[src/rtl/hsfs_defs.svh]
`ifndef HSFS_DEFS_SVH
`define HSFS_DEFS_SVH

// ==========================================================
// Timing figures as printed and derived cycle counts
`define HSFS_CLK_MHZ 100
`define HSFS_SUPPLY_FILT_US 1000
`define HSFS_SUPPLY_FILT_CYC (`HSFS_SUPPLY_FILT_US * `HSFS_CLK_MHZ)
`define HSFS_THERM_FILT_US 12
`define HSFS_THERM_FILT_CYC (`HSFS_THERM_FILT_US * `HSFS_CLK_MHZ)
`define HSFS_START_MS 200
`define HSFS_START_CYC (`HSFS_START_MS * 1000 * `HSFS_CLK_MHZ)
`define HSFS_PGOOD_MS 20
`define HSFS_PGOOD_CYC (`HSFS_PGOOD_MS * 1000 * `HSFS_CLK_MHZ)
`define HSFS_RETRY_LIMIT 10

// ==========================================================
// Reset values
`define HSFS_CNT_RST 32'h0000_0000
`define HSFS_RETRY_RST 4'h0

`endif

[src/rtl/hsfs_pkg.sv]
package hsfs_pkg;
  typedef enum logic [2:0] {
    HSFS_IDLE = 3'b000,
    HSFS_START = 3'b001,
    HSFS_CHARGE = 3'b010,
    HSFS_PGWAIT = 3'b011,
    HSFS_NORMAL = 3'b100,
    HSFS_FAULT = 3'b101,
    HSFS_LOCKED = 3'b110
  } hsfs_state_e;
endpackage

[src/rtl/hot_swap_fault_supervisor.sv]
`timescale 1ns/1ps
`default_nettype none
`include "hsfs_defs.svh"

// Behaviour
// Undervoltage counts as fault only after low input persists beyond 1.0 ms.
// Qualified undervoltage turns the pass gate off and drops both power-good outputs.
// After undervoltage, stay off until input is good beyond 1.0 ms, then restart.
// A fault during the start-up timer abandons that attempt without gate turn-on.
// Gate turns on only after faults stay clear for the full start-up time.
// Overvoltage beyond 1.0 ms is a fault: gate off, power-good outputs off.
// After overvoltage, stay off until input is normal beyond 1.0 ms, then restart.
// Over-temperature during start-up or operation turns gate and power-good off.
// After thermal shutdown no start-up begins until the recovery indication appears.
// Over-temperature is qualified by a 12 us filter, much shorter than supply filters.
// The 200 ms start-up timer is reused for every start and every retry.
// Thermal or disable events restart the timer and count retries; stop beyond 10.
// Power-good asserts 20 ms after the pass transistor is fully enhanced.
// Each filter count restarts from zero when its raw indication drops early.
// Raw comparator indications are synchronised before reaching the filters.
module hot_swap_fault_supervisor
  import hsfs_pkg::*;
#(
  parameter int unsigned SUPPLY_FILT_CYC = `HSFS_SUPPLY_FILT_CYC,
  parameter int unsigned THERM_FILT_CYC = `HSFS_THERM_FILT_CYC,
  parameter int unsigned START_CYC = `HSFS_START_CYC,
  parameter int unsigned PGOOD_CYC = `HSFS_PGOOD_CYC,
  parameter int unsigned RETRY_LIMIT = `HSFS_RETRY_LIMIT
) (
  input wire logic clock,
  input wire logic reset,
  input wire logic underVoltageRaw,
  input wire logic overVoltageRaw,
  input wire logic overTempRaw,
  input wire logic tempRecoveredRaw,
  input wire logic disableRaw,
  input wire logic fullyEnhanced,
  output logic gateEnable,
  output logic power_good_active_high,
  output logic powerGood_n,
  output logic underVoltageFault,
  output logic overVoltageFault,
  output logic thermalFault,
  output logic retryLocked,
  output logic [3:0] retryCount
);

  // ==========================================================
  // Input synchronisation and fault qualification
  logic uvSync;
  logic ovSync;
  logic otSync;
  logic recSync;
  logic disSync;
  logic uvQual;
  logic ovQual;
  logic otQual;
  logic disQual;
  logic feSync;

  // Comparator outputs are asynchronous to this clock
  hsfs_sync uUvSync (.clock(clock), .reset(reset), .rawIn(underVoltageRaw), .syncOut(uvSync));
  hsfs_sync uOvSync (.clock(clock), .reset(reset), .rawIn(overVoltageRaw), .syncOut(ovSync));
  hsfs_sync uOtSync (.clock(clock), .reset(reset), .rawIn(overTempRaw), .syncOut(otSync));
  hsfs_sync uRecSync (.clock(clock), .reset(reset), .rawIn(tempRecoveredRaw), .syncOut(recSync));
  hsfs_sync uDisSync (.clock(clock), .reset(reset), .rawIn(disableRaw), .syncOut(disSync));
  // Enhancement flag comes from the analog pass device, so it is resynchronised too
  hsfs_sync uFeSync (.clock(clock), .reset(reset), .rawIn(fullyEnhanced), .syncOut(feSync));

  // Same filter times both ways: entering and leaving a supply fault need 1.0 ms
  hsfs_filter #(.LIMIT(SUPPLY_FILT_CYC), .INIT(1'b0)) uUvFilt (
    .clock(clock), .reset(reset), .level(uvSync), .qualified(uvQual));
  hsfs_filter #(.LIMIT(SUPPLY_FILT_CYC), .INIT(1'b0)) uOvFilt (
    .clock(clock), .reset(reset), .level(ovSync), .qualified(ovQual));
  hsfs_filter #(.LIMIT(THERM_FILT_CYC), .INIT(1'b0)) uOtFilt (
    .clock(clock), .reset(reset), .level(otSync), .qualified(otQual));
  hsfs_filter #(.LIMIT(SUPPLY_FILT_CYC), .INIT(1'b0)) uDisFilt (
    .clock(clock), .reset(reset), .level(disSync), .qualified(disQual));

  // ==========================================================
  // Thermal latch: held until the recovery indication is seen
  logic thermLatch;
  logic next_thermLatch;

  always_comb begin
    next_thermLatch = thermLatch;
    if (otQual) begin
      next_thermLatch = 1'b1;
    end else if (recSync) begin
      next_thermLatch = 1'b0;
    end
  end

  always_ff @(posedge clock) begin
    if (reset) begin
      thermLatch <= 1'b0;
    end else begin
      thermLatch <= next_thermLatch;
    end
  end

  // ==========================================================
  // Disable request edge: only reset or a new request may release a lockout
  logic disQualPrev;
  logic next_disQualPrev;
  logic disRise;

  assign disRise = disQual & ~disQualPrev;

  always_comb begin
    next_disQualPrev = disQual;
  end

  always_ff @(posedge clock) begin
    if (reset) begin
      disQualPrev <= 1'b0;
    end else begin
      disQualPrev <= next_disQualPrev;
    end
  end

  // ==========================================================
  // Shared timer and retry arithmetic
  function automatic logic timerDone(input logic [31:0] count, input int unsigned limit);
    return count >= limit - 1;
  endfunction

  function automatic logic [31:0] timerStep(input logic [31:0] count);
    return count + 32'h0000_0001;
  endfunction

  // Only thermal and disable aborts are counted
  function automatic logic [3:0] abortRetry(input logic [3:0] count, input logic counted);
    return counted ? count + 4'h1 : count;
  endfunction

  // ==========================================================
  // Sequencer
  hsfs_state_e state;
  hsfs_state_e next_state;
  logic [31:0] timer;
  logic [31:0] next_timer;
  logic [3:0] next_retryCount;
  logic next_gateEnable;
  logic next_pgood;
  logic supplyBad;
  logic anyFault;
  logic countedFault;

  // Supply faults retry forever; thermal and disable count toward the limit
  assign supplyBad = uvQual | ovQual;
  assign countedFault = thermLatch | otQual | disQual;
  assign anyFault = supplyBad | countedFault;

  always_comb begin
    next_state = state;
    next_timer = timer;
    next_retryCount = retryCount;
    next_gateEnable = 1'b0;
    next_pgood = 1'b0;
    unique case (state)
      HSFS_IDLE: begin
        next_timer = 32'h0000_0000;
        if (!anyFault) begin
          next_state = HSFS_START;
        end
      end
      HSFS_START: begin
        if (anyFault) begin
          next_state = HSFS_FAULT;
          next_timer = 32'h0000_0000;
          next_retryCount = abortRetry(retryCount, countedFault);
        end else if (timerDone(timer, START_CYC)) begin
          next_state = HSFS_CHARGE;
          next_timer = 32'h0000_0000;
          next_gateEnable = 1'b1;
        end else begin
          next_timer = timerStep(timer);
        end
      end
      HSFS_CHARGE: begin
        // Gate held on while the load capacitor charges; timer is already zero here
        if (anyFault) begin
          next_state = HSFS_FAULT;
          next_retryCount = abortRetry(retryCount, countedFault);
        end else begin
          next_gateEnable = 1'b1;
          if (feSync) begin
            next_state = HSFS_PGWAIT;
          end
        end
      end
      HSFS_PGWAIT: begin
        if (anyFault) begin
          next_state = HSFS_FAULT;
          next_timer = 32'h0000_0000;
          next_retryCount = abortRetry(retryCount, countedFault);
        end else begin
          next_gateEnable = 1'b1;
          if (timerDone(timer, PGOOD_CYC)) begin
            // A completed start clears the retry history
            next_state = HSFS_NORMAL;
            next_pgood = 1'b1;
            next_retryCount = `HSFS_RETRY_RST;
            next_timer = 32'h0000_0000;
          end else begin
            next_timer = timerStep(timer);
          end
        end
      end
      HSFS_NORMAL: begin
        if (anyFault) begin
          next_state = HSFS_FAULT;
          next_retryCount = abortRetry(retryCount, countedFault);
        end else begin
          next_gateEnable = 1'b1;
          next_pgood = 1'b1;
        end
      end
      HSFS_FAULT: begin
        // Supply faults retry without limit; counted faults stop past the limit
        next_timer = 32'h0000_0000;
        if (retryCount > RETRY_LIMIT[3:0]) begin
          next_state = HSFS_LOCKED;
        end else if (!anyFault) begin
          next_state = HSFS_START;
        end
      end
      HSFS_LOCKED: begin
        // Reset or a fresh disable request clears the lockout; the request that
        // caused the last abort may still be held and must not release it
        next_timer = 32'h0000_0000;
        if (disRise) begin
          next_retryCount = `HSFS_RETRY_RST;
          next_state = HSFS_IDLE;
        end
      end
      default: begin
        next_state = HSFS_IDLE;
        next_timer = 32'h0000_0000;
      end
    endcase
  end

  always_ff @(posedge clock) begin
    if (reset) begin
      state <= HSFS_IDLE;
      timer <= `HSFS_CNT_RST;
      retryCount <= `HSFS_RETRY_RST;
      gateEnable <= 1'b0;
      power_good_active_high <= 1'b0;
      powerGood_n <= 1'b1;
    end else begin
      state <= next_state;
      timer <= next_timer;
      retryCount <= next_retryCount;
      gateEnable <= next_gateEnable;
      power_good_active_high <= next_pgood;
      powerGood_n <= ~next_pgood;
    end
  end

  // ==========================================================
  // Status outputs
  logic next_underVoltageFault;
  logic next_overVoltageFault;
  logic next_thermalFault;
  logic next_retryLocked;

  always_comb begin
    next_underVoltageFault = uvQual;
    next_overVoltageFault = ovQual;
    next_thermalFault = next_thermLatch;
    next_retryLocked = (next_state == HSFS_LOCKED);
  end

  always_ff @(posedge clock) begin
    if (reset) begin
      underVoltageFault <= 1'b0;
      overVoltageFault <= 1'b0;
      thermalFault <= 1'b0;
      retryLocked <= 1'b0;
    end else begin
      underVoltageFault <= next_underVoltageFault;
      overVoltageFault <= next_overVoltageFault;
      thermalFault <= next_thermalFault;
      retryLocked <= next_retryLocked;
    end
  end
endmodule // hot_swap_fault_supervisor
`default_nettype wire

[src/rtl/hsfs_filter.sv]
`timescale 1ns/1ps
`default_nettype none
// Persistence filter: output follows input only after it has held for more than LIMIT cycles
module hsfs_filter #(
  parameter int unsigned LIMIT = 100000,
  parameter logic INIT = 1'b0
) (
  input wire logic clock,
  input wire logic reset,
  input wire logic level,
  output logic qualified
);
  logic [31:0] count;
  logic [31:0] next_count;
  logic next_qualified;

  always_comb begin
    next_count = 32'h0000_0000;
    next_qualified = qualified;
    if (level != qualified) begin
      // Any return to the settled level restarts the count from zero
      next_count = count + 32'h0000_0001;
      if (count >= LIMIT) begin
        next_qualified = level;
        next_count = 32'h0000_0000;
      end
    end
  end

  always_ff @(posedge clock) begin
    if (reset) begin
      count <= 32'h0000_0000;
      qualified <= INIT;
    end else begin
      count <= next_count;
      qualified <= next_qualified;
    end
  end
endmodule // hsfs_filter
`default_nettype wire

[src/rtl/hsfs_sync.sv]
`timescale 1ns/1ps
`default_nettype none
// Three-stage synchroniser; a change is accepted when stages two and three agree
module hsfs_sync (
  input wire logic clock,
  input wire logic reset,
  input wire logic rawIn,
  output logic syncOut
);
  logic [2:0] stage;
  logic [2:0] next_stage;
  logic next_syncOut;

  always_comb begin
    next_stage = {stage[1:0], rawIn};
    next_syncOut = (stage[2] == stage[1]) ? stage[2] : syncOut;
  end

  always_ff @(posedge clock) begin
    if (reset) begin
      stage <= 3'h0;
      syncOut <= 1'b0;
    end else begin
      stage <= next_stage;
      syncOut <= next_syncOut;
    end
  end
endmodule // hsfs_sync
`default_nettype wire

[config.mk]
export PLATFORM = sky130hd
export DESIGN_NAME = hot_swap_fault_supervisor
export DESIGN_NICKNAME = d
export VERILOG_FILES = /design/src/rtl/hsfs_pkg.sv /design/src/rtl/hot_swap_fault_supervisor.sv /design/src/rtl/hsfs_filter.sv /design/src/rtl/hsfs_sync.sv
export VERILOG_INCLUDE_DIRS = /design/src /design/src/rtl
export SDC_FILE = /design/constraint.sdc
export NUM_CORES = 1
export LEC_CHECK = 0
export ABC_AREA = 1
export BUFFER_PORTS_ARGS = -buffer_cell sky130_fd_sc_hd__buf_2
export CAP_MARGIN = 20
export CORE_UTILIZATION = 40
export CTS_CLUSTER_DIAMETER = 120
export CTS_CLUSTER_SIZE = 20
export DETAILED_ROUTE_END_ITERATION = 6
export GPL_TIMING_DRIVEN = 0
export PLACE_DENSITY = 0.54
export SYNTH_ARGS = -nofsm -noshare
export SYNTH_HDL_FRONTEND = slang
export SYNTH_SLANG_ARGS = --single-unit
[constraint.sdc]
create_clock -name clock -period 3.38 [get_ports clock]
set_input_delay 0.676 -clock clock [delete_from_list [all_inputs] [get_ports clock]]
set_output_delay 0.676 -clock clock [all_outputs]
set_load 0.03 [all_outputs]
* Word level (Yosys, flattened, before mapping)
Index checks and enable logic that the tools add are counted. W data, S select, Z words.
Word-level totals: flip-flop bits (word level) 203, output and inout bits 11
Operators by class: $add $sub $neg 6, magnitude comparators 7, eq/ne operators 20, muxes and demuxes 31, bitwise logic cells 11, reduce and logical (&&, ||, !) cells 15
Operators by type and width (number):
- $add A32 B1 Y32 const B | 5
- $mux W32 | 4
- $ge A32 B17 Y1 const B | 3
- $pmux W32 S3 | 1
- $ge A32 B11 Y1 const B | 1
- $ge A32 B21 Y1 const B | 1
- $ge A32 B25 Y1 const B | 1
- $mux W3 | 10
- $pmux W3 S7 | 1
- $mux W4 | 5
- $reduce_or A3 Y1 | 6
- $eq A3 B3 Y1 const B | 4
- $pmux W4 S3 | 1
- $reduce_and A2 Y1 | 4
- $mux W1 | 7
- $eq A1 B1 Y1 | 6
- $eq A3 B2 Y1 const B | 2
- $not A1 Y1 | 6
- $add A4 B1 Y4 const B | 1
- $gt A4 B4 Y1 const B | 1
- $ne A1 B1 Y1 | 4
- $or A1 B1 Y1 | 4
- $pmux W1 S2 | 2
- $reduce_and A4 Y1 | 1
- other kinds (9) | 9

* Logic depth before layout (Yosys ltp)
Gate-level depths: netlist of run 1.
depth after elaboration 7, gate-level depth with buffers 13, mapped depth without buffers 13

* By module
Synthesis of run 1 repeated with hierarchy kept, for this count alone.
Second synthesis, totals: cells, all modules 1104, area, all modules 8612.0 µm²
By module, submodules not included:
- hot_swap_fault_supervisor | times used 1, cells an instance 435, area an instance 2895.3 µm², seq. area each 940.9 µm²
- hsfs_filter at uDisFilt ... | times used 2, cells an instance 158, area an instance 1288.7 µm², seq. area each 660.6 µm²
- hsfs_filter at uUvFilt | times used 1, cells an instance 162, area an instance 1295.0 µm², seq. area each 660.6 µm²
- hsfs_filter at uOtFilt | times used 1, cells an instance 113, area an instance 1116.1 µm², seq. area each 660.6 µm²
- hsfs_sync | times used 6, cells an instance 13, area an instance 121.4 µm², seq. area each 80.1 µm²

* Least setup slack after synthesis of run 1
OpenSTA, ideal clock, no wires.
path type register to register, from reg timer[0], to reg timer[18], library setup time 0.114 ns, arrival time 1.532 ns, data required time 3.266 ns, slack 1.734 ns, stages on the path, launching flop included 14, cell sequence dfxtp_1 > ha_1 > nand2_1 > inv_1 > nand2_1 > nor2_2 > nand2_1 > nand2_1 > nand2_1 > nand3_1 > nand2_2 > buf_4 > a21oi_1 > nor2_1
On the way: longest elaborated chain between the ends 4, elaborated cells on any way between the ends 8, those cells by class add/sub: 1; order compare: 2; mux: 5
Ends and longest elaborated chain:
- from (decl) | line hot_swap_fault_supervisor.sv:141 | logic [31:0] timer;
- from (signal assigned) | line hot_swap_fault_supervisor.sv:248 | timer <= `HSFS_CNT_RST;
- from (signal assigned) | line hot_swap_fault_supervisor.sv:255 | timer <= next_timer;
- $add A32 B1 Y32 (tied with other cells) | line hot_swap_fault_supervisor.sv:129 | return count + 32'h0000_0001;
- $mux W32 (on tied branches) | line hot_swap_fault_supervisor.sv:200, hot_swap_fault_supervisor.sv:173
- $mux W32 (on tied branches) | line hot_swap_fault_supervisor.sv:194, hot_swap_fault_supervisor.sv:169
- $pmux W32 S3 (*) | line hot_swap_fault_supervisor.sv:161 | unique case (state)
Mark *: on every way between the ends. The rest lies on a longest branch, timed or not. A chain may end at the register's enable or synchronous reset.

* Worst setup path in the final report of run 1
Ends and elaborated chain as after synthesis.

==> flow_summary_export.csv, run 1 <==
group,metric,value,unit
status,outcome,"completed",
synth,synth-edff-count,0,
clock_tree,cts.path.max_buffers,3,
sta,min_period_over_period,0.5830,
hold_path,hold_path.class,"in -> reg",
clock_tree,cts_tree,"yes",
sta,setup_viol,0,
synth,syn_inst,1009,
sta,finalClockSkew,0.01667,ns
synth,yosysWarnings,0,
floorplan,core,19400,um^2
clock_tree,cts_resized,0,
floorplan,die_w,142.6,um
sta,final.setup.tns,0,ns
final_layout,syn2layout_area_growth,13.31,%
synth,ys_async_sr_fraction,0,
floorplan,rows,51,
power,p_per_area,462.0,nW/um^2
clock_tree,cts-hold-fix-buffers,0,
global_route,grt_first_pass_wirelength,25.55,mm
route,drc,0,
route,wirelength,14.52,mm
route,drt_iter0_drc,302,
place,io_buffer_count,18,
sta,worst_slew_pin_slew,0.5615,ns
clock_tree,numCtsBuffers,14,
power,ir_worst_vdd,0.4444,mV
synth,yosysSeqAreaShare,0.5140,
global_route,antenna_found_initial,0,
clock_tree,post_cts_buffers,0,
global_route,grt_start_max_net_pins,21,
final_layout,fin_util,0.4618,
clock_tree,clkTransAtPathRegs,0.09,ns
clock_tree,htreeDepth,1,
setup_path,cp_max_fo,10,
sta,grt_setup_unrepaired,"false",
global_route,gr-total-overflow,0,
clock_tree,clock_latency,0.48,ns
route,wire_per_inst,10.58,um
clock_tree,root_buffer,"clkbuf_16",
floorplan,initial_core_util,0.4076,
synth,netlist_area,7906,um^2
synth,syn_area_per_cell,7.836,um^2
place,dp_hpwl,10.47,mm
setup_path,required,3.77,ns
synth,ys_top_cells_by_area,"dfxtp_1 (51%), nand2_1 (8.6%), nor2_1 (8.2%)",
floorplan,boundaryPins,19,
synth,synth-seq-cells,203,
setup_path,critPathCaptureType,"register",
power,p_leak,0.003589,uW
synth,yosysUniqueCellTypes,41,
setup_path,crit_type,"reg -> reg",
route,antenna_left,0,
sta,relSlewSlack,0.6257,
sta,fin_crit,1.971,ns
sta,fmaxAchievable,507.5,MHz
run,max_cap_violations,0,
sta,finalMaxSlewViolations,0,
route,first_pass_iters,5,
setup_path,cp-start-kind,"register",
global_route,grtUsageTotal,0.1532,
clock_tree,clock-sinks,203,
route,via_count,6028,
route,viasPerCell,4.390,
final_layout,finalNetCount,1127,
place,gp_congestion,0.8224,
setup_path,arrival,2.36,ns
final_layout,drive_above_1_share,0.05866,
floorplan,fp.dieH,142.6,um
synth,synthDominantCellAreaShare,0.5140,
synth,synth_area_leader_cell,"dfxtp_1",
sta,finalHoldViolCount,0,
global_route,first_global_vias,5553,
floorplan,die-area,20330,um^2
final_layout,diodes,0,
synth,synth_flop_cell,"dfxtp_1",
[worst paths after layout]
kind	slack, ns	startpoint	endpoint	cells after the start
max	1.41	timer[0]	timer[18]	13
min	0.40	overVoltageRaw	uOvSync.stage[0]	3
max reg2reg	1.41	timer[0]	timer[18]	13
min reg2reg	0.40	uUvSync.stage[0]	uUvSync.stage[1]	2
[metrics by stage]
stage	hold slack, ns	cell area [um^2]	instances	setup WS, ns	total power, uW
floorplan	0.3883	8150	1074	1.734	2584
global placement	0.3908	8572	1357	1.327	2615
detailed placement	0.3930	8572	1357	1.305	2616
CTS	0.3804	8959	1373	1.372	4216
global route	0.3774	8959	1373	1.180	4345
finish	0.3961	8959	1373	1.409	4139
[worst max-delay path, cell delays in order, from the launching register on]
cell	delay (ns)
dfxtp_1	0.38
ha_1	0.17
nand2_1	0.09
inv_1	0.08
nand2_1	0.06
nor2_2	0.23
nand2_1	0.08
nand2_1	0.08
nand2_1	0.07
nand3_1	0.11
nand2_2	0.12
buf_4	0.20
a21oi_1	0.14
nor2_1	0.05
[cell usage after synthesis, types with 2 or more instances]
master	instances
a211oi_1	3
a21oi_1	59
a31oi_1	4
buf_2	7
buf_4	2
clkbuf_1	10
dfxtp_1	203
ha_1	11
inv_1	120
inv_2	2
nand2_1	181
nand2_2	4
nand3_1	75
nand4_1	12
nor2_1	172
nor2_2	4
nor3_1	32
nor3b_1	8
nor4_1	15
o211ai_1	2
o21ai_0	18
or2_2	5
xnor2_1	12
xor2_1	31
[power breakdown]
part | leakage, uW | switching, uW | internal, uW
registers | 0.00166 | 17.9 | 2440
clock network | 0.000189 | 814 | 767
logic | 0.00174 | 66.9 | 29.3
total | 0.00359 | 899 | 3240
[cell families (layout without fill, tap and decap cells)]
family,count (synthesis),after routing,synth area share
AO/OA/AOI/OAI,91,91,0.06267
XOR/XNOR,43,43,0.04763
adder cells (fa/ha/maj),11,11,0.01741
buffers and inverters,143,177,0.07090
flip-flops,203,203,0.5140
other,1,66,0.0004743
AND/OR/NAND/NOR,517,517,0.2869
[registers in the layout, summed over array words and instances (netlist names), 3 cells and up]
register        flops
uUvSync.stage       3
retryCount          4
uOvSync.stage       3
uFeSync.stage       3
uOtFilt.count      32
uOvFilt.count      32
uOtSync.stage       3
uDisFilt.count     32
uRecSync.stage      3
uUvFilt.count      32
state               3
timer              32
uDisSync.stage      3
[layout make-up]
type | instances | area, um^2
buffer | 21 | 102.6
clock buffer | 14 | 350.3
clock inverter | 2 | 36.28
fill | 2016 | 10440
inverter | 122 | 457.9
multi-input combinational | 728 | 3526
sequential | 203 | 4064
tap | 265 | 331.6
timing repair buffer | 18 | 90.09
[placed cells by master (no fill, tap or decap), drive strengths merged]
cell type,Yosys,layout
dfxtp,203,203
nand2,185,185
nor2,177,177
inv,122,123
nand3,76,76
conb,1,66
a21oi,60,60
nor3,34,34
xor2,31,31
buf,11,29
clkbuf,10,24
o21ai,18,18
nor4,15,15
xnor2,12,12
nand4,12,12
ha,11,11
nor3b,9,9
or2,5,5
a31oi,4,4
a211oi,3,3
o211ai,2,2
a21o,1,1
and3,1,1
nand3b,1,1
o21a,1,1
and3b,1,1
and2,1,1
a41oi,1,1
o21bai,1,1
clkinv,0,1
[routing by layer]
metal / global-route usage / vias up / part of all wire
li1: - / 3325 / -
met1: 0.2129 / 2628 / 0.53
met2: 0.2454 / 59 / 0.43
met3: 0.02524 / 16 / 0.031
met4: 0.04075 / 0 / 0.015
met5: 0 / - / 0
Power figures use the tool's default switching activity.
==> inputs of run 2 (changes only) <==
Settings changed: PLACE_DENSITY 0.54 to 0.56.
Clock period 3.38 ns to 1.66 ns, I/O delays scaled along.
==> run 2 against run 1 <==
Against the previous run: the run now ends with negative setup slack left; clock power rose by 100%; power rose by 110%; hold slack worse by 0.33 ns; sequential power grew 100%; critical path depth is the same; cell count increased by 2.8%; combinational power rose to 2.9 times the previous value; largest cell class is now multi-input combinational cells; count of clock-buffer cells in the layout unchanged.
==> flow_summary_export.csv, run 2 (synthesis results as in run 1) <==
group,metric,value,unit
final_layout,final_cell_mix,"dfxtp_1 (176), nand2_1 (160), nor2_1 (141)",
route,wire_per_inst,11.28,um
final_layout,layout.cells.non_filler,1412,
final_layout,syn2layout_area_growth,26.54,%
floorplan,die-area,20330,um^2
floorplan,initial_core_util,0.4076,
sta,fmaxAchievable,582.5,MHz
sta,finalMaxSlewViolations,0,
hold_path,hold-path-endpoint,"uDisSync.stage[0]",
setup_path,required,2.01,ns
clock_tree,clock-sinks,203,
status,outcome,"finished, violations left",
setup_path,arrival,2.06,ns
global_route,gr-total-overflow,0,
global_route,grtUsageTotal,0.1545,
global_route,grt_start_max_net_pins,21,
sta,relSlewSlack,0.5598,
route,viasPerCell,4.477,
clock_tree,htreeDepth,1,
route,wirelength,15.92,mm
setup_path,cp_max_fo,5,
clock_tree,cts.path.max_buffers,3,
clock_tree,cts_tree,"yes",
setup_path,critPathCaptureType,"register",
sta,finalHoldViolCount,0,
clock_tree,numCtsBuffers,14,
setup_path,cp-start-kind,"register",
final_layout,diodes,0,
floorplan,rows,51,
hold_path,whs_path_depth,3,
final_layout,mostFrequentLayoutCell,"dfxtp_1",
floorplan,core,19400,um^2
clock_tree,clkTransAtPathRegs,0.09,ns
global_route,grt_first_pass_wirelength,25.74,mm
sta,holdWs,0.06599,ns
route,first_pass_iters,4,
place,dpl_worst_slack,-0.3215,ns
route,via_count,6322,
setup_path,r2r_cells,13,
sta,min_period_over_period,1.034,
power,p_per_area,849.0,nW/um^2
setup_path,r2r_start,"timer[1]",
place,gp_congestion,0.8046,
sta,finalClockSkew,0.01640,ns
floorplan,boundaryPins,19,
global_route,antenna_found_initial,0,
sta,fin_crit,1.717,ns
setup_path,r2r_end,"timer[16]",
clock_tree,clock_latency,0.48,ns
sta,grt_setup_unrepaired,"true",
floorplan,die_w,142.6,um
status,failed_checks,"negative setup slack",
final_layout,fin_util,0.5157,
setup_path,crit_type,"reg -> reg",
final_layout,finalNetCount,1166,
clock_tree,root_buffer,"clkbuf_16",
power,p_leak,0.003994,uW
setup_path,ff2ff_setup_slack,-0.06,ns
hold_path,min_from,"disableRaw",
hold_path,hold_path.class,"in -> reg",
final_layout,drive_above_1_share,0.2180,
power,ir_worst_vdd,0.8542,mV
route,drc,0,
place,io_buffer_count,18,
place,dp_cells,1357,
place,dp_hpwl,10.48,mm
run,max_cap_violations,0,
sta,fin_ws,-0.05671,ns
power,power,8493,uW
global_route,first_global_vias,5525,
clock_tree,cts-hold-fix-buffers,0,
floorplan,fp.dieH,142.6,um
sta,worst_slew_pin_slew,0.6603,ns
sta,setup_viol,26,
route,drt_iter0_drc,352,
route,antenna_left,0,
run 2: cell count changes in the layout (fill, tap and decap cells not counted), moves of 27 or more:
cell     previous run  this run
buf_4               2        38
nand3_1            75        43
nor2_1            172       141
nand3_2             1        29
dfxtp_1           203       176
run 2: final cells by class:
type / count / area (um^2)
flip-flops and latches: 203 / 4113
clock inverters: 2 / 36.28
fillers: 1918 / 9394
repair buffers: 57 / 419.2
clock buffers: 14 / 350.3
multi-input cells: 728 / 4156
inverters: 122 / 460.4
well taps: 265 / 331.6
plain buffers: 21 / 137.6
run 2: how the worst max path moves through the flow:
stage | startpoint | to
3_3_place_gp | timer[0] | timer[18]
3_5_place_dp | timer[0] | timer[18]
2_1_floorplan | timer[0] | timer[18]
5_1_grt | timer[13] | timer[16]
6_report | timer[1] | timer[16]
4_1_cts | uDisFilt.count[6] | uDisFilt.count[15]
run 2: metrics by stage:
step / TNS [ns] / cell area (um^2)
after floorplan: 0 / 8150
after global placement: -9.256 / 8572
after detailed placement: -10.43 / 8572
after CTS: 0 / 9316
after global routing: -3.160 / 10000
final: -0.8395 / 10000
run 2: timing repair:
action | 4_1_cts | 5_1_grt
endpoints found under the setup margin | 62 | 87
buffers inserted | 21 | 15
resized for setup | 61 | 157
gates cloned | 2 | 1
pin swaps | 17 | 44
run 2: layer usage:
metal  vias to the layer above  share of wire  track usage  routed length (um)
met2                        74           0.46       0.2544                7395
met5                         -              0            0                   0
li1                       3403              -            -                   -
met4                         0          0.013      0.03962                 210
met1                      2832           0.49       0.2098                7792
met3                        13          0.033      0.02456                 525
run 2: power by group:
| group | leakage (uW) | internal [uW] | switching, uW |
|---|---|---|---|
| Combinational | 0.00212 | 104 | 175 |
| Sequential | 0.00168 | 4970 | 40.2 |
| Clock | 0.000189 | 1560 | 1650 |
| Total | 0.00399 | 6630 | 1860 |
run 2: critical path: stages, from the launching register on:
cell,delay (ns)
dfxtp_2,0.37
ha_4,0.15
nand2_4,0.07
inv_2,0.07
nand2_2,0.06
nor2_4,0.16
nand2_2,0.07
nand2_2,0.08
nand2_2,0.08
nand3_4,0.10
nand2_8,0.09
buf_6,0.15
nand3_1,0.08
a21oi_2,0.05
==> inputs of run 3 (changes only) <==
Settings changed: ABC_AREA 1 to default, PLACE_DENSITY 0.56 to 0.54.
Clock period 1.66 ns to 2.2 ns, I/O delays scaled along.
==> run 3 against run 2 <==
Against the previous run: the run still ends with negative setup slack left; critical endpoint is now timer[4]; non-clock buffer count down 19; via count shrank 13%; maximum frequency is 27% lower; synthesized area shrank 6.6%; clock power down 24%; synthesized cell count down 24%; core utilization shrank 1.9 points; sequential cell count unchanged; routed wire length shrank 8.9%; worst setup slack worse by 0.093 ns; largest power group unchanged; cell area shrank 11%.
==> flow_summary_export.csv, run 3 <==
group,metric,value,unit
floorplan,die-area,19020,um^2
place,io_buffer_count,18,
clock_tree,htreeDepth,1,
route,first_pass_iters,5,
synth,synth_area_leader_cell,"dfxtp_1",
clock_tree,root_buffer,"clkbuf_16",
synth,synth-seq-cells,203,
setup_path,cp-start-kind,"register",
setup_path,worst_path_max_delay_cell,"a2111o_1",
setup_path,critPathTopFamily,"compound AO/OA/AOI/OAI gates",
synth,synthDominantCellAreaShare,0.5500,
final_layout,drive_above_1_share,0.1567,
final_layout,fin_util,0.4965,
status,failed_checks,"negative setup slack",
sta,min_period_over_period,1.068,
synth,synthAdderAreaFrac,0.01863,
setup_path,ff2ff_setup_slack,-0.15,ns
floorplan,initial_core_util,0.4099,
place,dp_hpwl,9.806,mm
setup_path,cp_num_cells,8,
power,switching_share,0.2104,
synth,yosysSeqAreaShare,0.5500,
clock_tree,clock_latency,0.47,ns
setup_path,r2r_end,"timer[4]",
floorplan,die_w,137.9,um
sta,fin_crit,2.349,ns
route,top_layer_used,"met4",
global_route,grt_first_pass_wirelength,24.09,mm
final_layout,mostFrequentLayoutCell,"dfxtp_1",
synth,synth_flop_cell,"dfxtp_1",
sta,relSlewSlack,0.4911,
power,intPower,5070,uW
route,drt_iter0_drc,288,
synth,synth-edff-count,0,
hold_path,hold_path.class,"in -> reg",
floorplan,boundaryPins,19,
global_route,gr-total-overflow,0,
power,p_per_area,717.5,nW/um^2
synth,syn_area_per_cell,9.608,um^2
clock_tree,cts_tree,"yes",
synth,yosysWarnings,0,
synth,post-synth-top-count-cell,"dfxtp_1",
synth,ys_top_cells_by_area,"dfxtp_1 (55%), nor2_1 (6.1%), xor2_1 (4.5%)",
setup_path,arrival,2.70,ns
setup_path,required,2.55,ns
sta,finalMaxSlewViolations,0,
power,pwr-share-comb,0.030,
sta,fin_ws,-0.1494,ns
setup_path,max_stage_delay,0.47,ns
floorplan,core,18020,um^2
synth,netlist_area,7388,um^2
place,gp_congestion,0.8411,
route,met2_length,6.799,mm
hold_path,whs_path_depth,2,
sta,finalHoldViolCount,0,
synth,synthTopCellsByCount,"dfxtp_1 (203), nor2_1 (120), nand2_1 (43)",
power,p_leak,0.003322,uW
route,drc,0,
hold_path,min_from,"tempRecoveredRaw",
synth,synth_compound_area_frac,0.08738,
setup_path,crit_type,"reg -> reg",
final_layout,finalNetCount,906,
route,viasPerCell,4.937,
power,power,6421,uW
power,seqPwrFrac,0.588,
global_route,grt_start_max_net_pins,21,
setup_path,r2r_start,"timer[1]",
sta,worst_slew_pin_slew,0.7554,ns
sta,holdWs,0.1934,ns
final_layout,fin_area,8949,um^2
setup_path,cp_num_buf_inv,2,
synth,yosysUniqueCellTypes,52,
route,dr_wl_met3,493,um
synth,synth_top_family_by_area,"simple AND/OR/NAND/NOR gates",
sta,grt_setup_unrepaired,"true",
route,wire_per_inst,13.00,um
sta,finalClockSkew,0.01526,ns
synth,synthXorXnorAreaFrac,0.08772,
setup_path,cp_common_cell,"buf_4",
setup_path,crit_chain,"ha_4, nand3_4, or2_0, buf_4, a2111o_1, a32o_2, buf_4, a221o_1",
setup_path,critPathCaptureType,"register",
final_layout,syn2layout_area_growth,21.12,%
power,ir_worst_vdd,0.5626,mV
final_layout,diodes,0,
clock_tree,numCtsBuffers,14,
clock_tree,clkTransAtPathRegs,0.09,ns
sta,setup_viol,28,
global_route,first_global_vias,5271,
floorplan,fp.dieH,137.9,um
setup_path,cp_max_fo,5,
clock_tree,cts.path.max_buffers,3,
global_route,grtUsageTotal,0.1563,
synth,syn_inst,769,
synth,ys_async_sr_fraction,0,
synth,yosys.area_share.simple,0.2222,
hold_path,hold-path-endpoint,"uRecSync.stage[0]",
place,post_dp_cell_area,8036,um^2
setup_path,r2r_cells,8,
clock_tree,clock-sinks,203,
route,wirelength,14.51,mm
floorplan,rows,49,
route,antenna_left,0,
status,outcome,"finished, violations left",
sta,fmaxAchievable,425.6,MHz
final_layout,final_cell_mix,"dfxtp_1 (196), nor2_1 (100), conb_1 (66)",
route,met1_length,6.921,mm
run,max_cap_violations,0,
synth,synth_mux_area_frac,0.006774,
global_route,antenna_found_initial,0,
power,switchingPower,1351,uW
power,power_frac_clock,0.382,
final_layout,fillCellCount,1661,
route,via_count,5510,
run 3: logic make-up (layout without fill, tap and decap cells):
group,count (synthesis),after routing
other cells,1,66
buf+inv,49,101
xor+xnor,74,74
fa+ha+maj,11,11
mux,5,5
compound gates,94,94
simple gates,332,333
flops,203,203
run 3: layout make-up:
cell class	instances	area (um^2)	share of cell area
inverter	26	97.59	0.01091
clock inverter	1	20.02	0.002237
timing repair buffer	43	319.1	0.03565
multi-input combinational	583	3684	0.4116
sequential	203	4080	0.4560
clock buffer	15	375.4	0.04195
buffer	16	86.33	0.009648
tap	229	286.5	0.03202
run 3: layer usage:
layer  GRT usage  up-vias
li1            -     2810
met5           0        -
met1      0.2053     2571
met3     0.02339       24
met2      0.2656      105
met4     0.04348        0
run 3: how the worst max path moves through the flow:
stage / from / end
2_1_floorplan: timer[1] / timer[24]
3_3_place_gp: uDisFilt.qualified / timer[22]
3_5_place_dp: uDisFilt.qualified / timer[22]
4_1_cts: timer[1] / timer[4]
5_1_grt: timer[1] / timer[6]
6_report: timer[1] / timer[4]
run 3: repair_timing:
| action | 4_1_cts | 5_1_grt |
|---|---|---|
| cloned | 1 | 2 |
| resized for setup | 38 | 59 |
| hold buffers | 0 | 0 |
| setup buffers | 19 | 5 |
| pin swaps | 27 | 21 |
| endpoints found under the setup margin | 81 | 60 |
run 3: through the flow:
stage	setup TNS [ns]	setup WS [ns]	instances
floorplan	0	0.006286	834
detailed placement	-12.59	-0.3368	1081
global route	-6.449	-0.2430	1116
finish	-2.623	-0.1494	1116
global placement	-12.59	-0.3581	1081
CTS	-5.398	-0.1676	1112
run 3: power by group through the flow:
stage	registers, uW	clock network [uW]	logic, uW
floorplan	3860	0	86.6
global placement	3860	0	122
detailed placement	3870	0	124
CTS	3780	2540	176
global route	3790	2680	216
finish	3780	2450	194
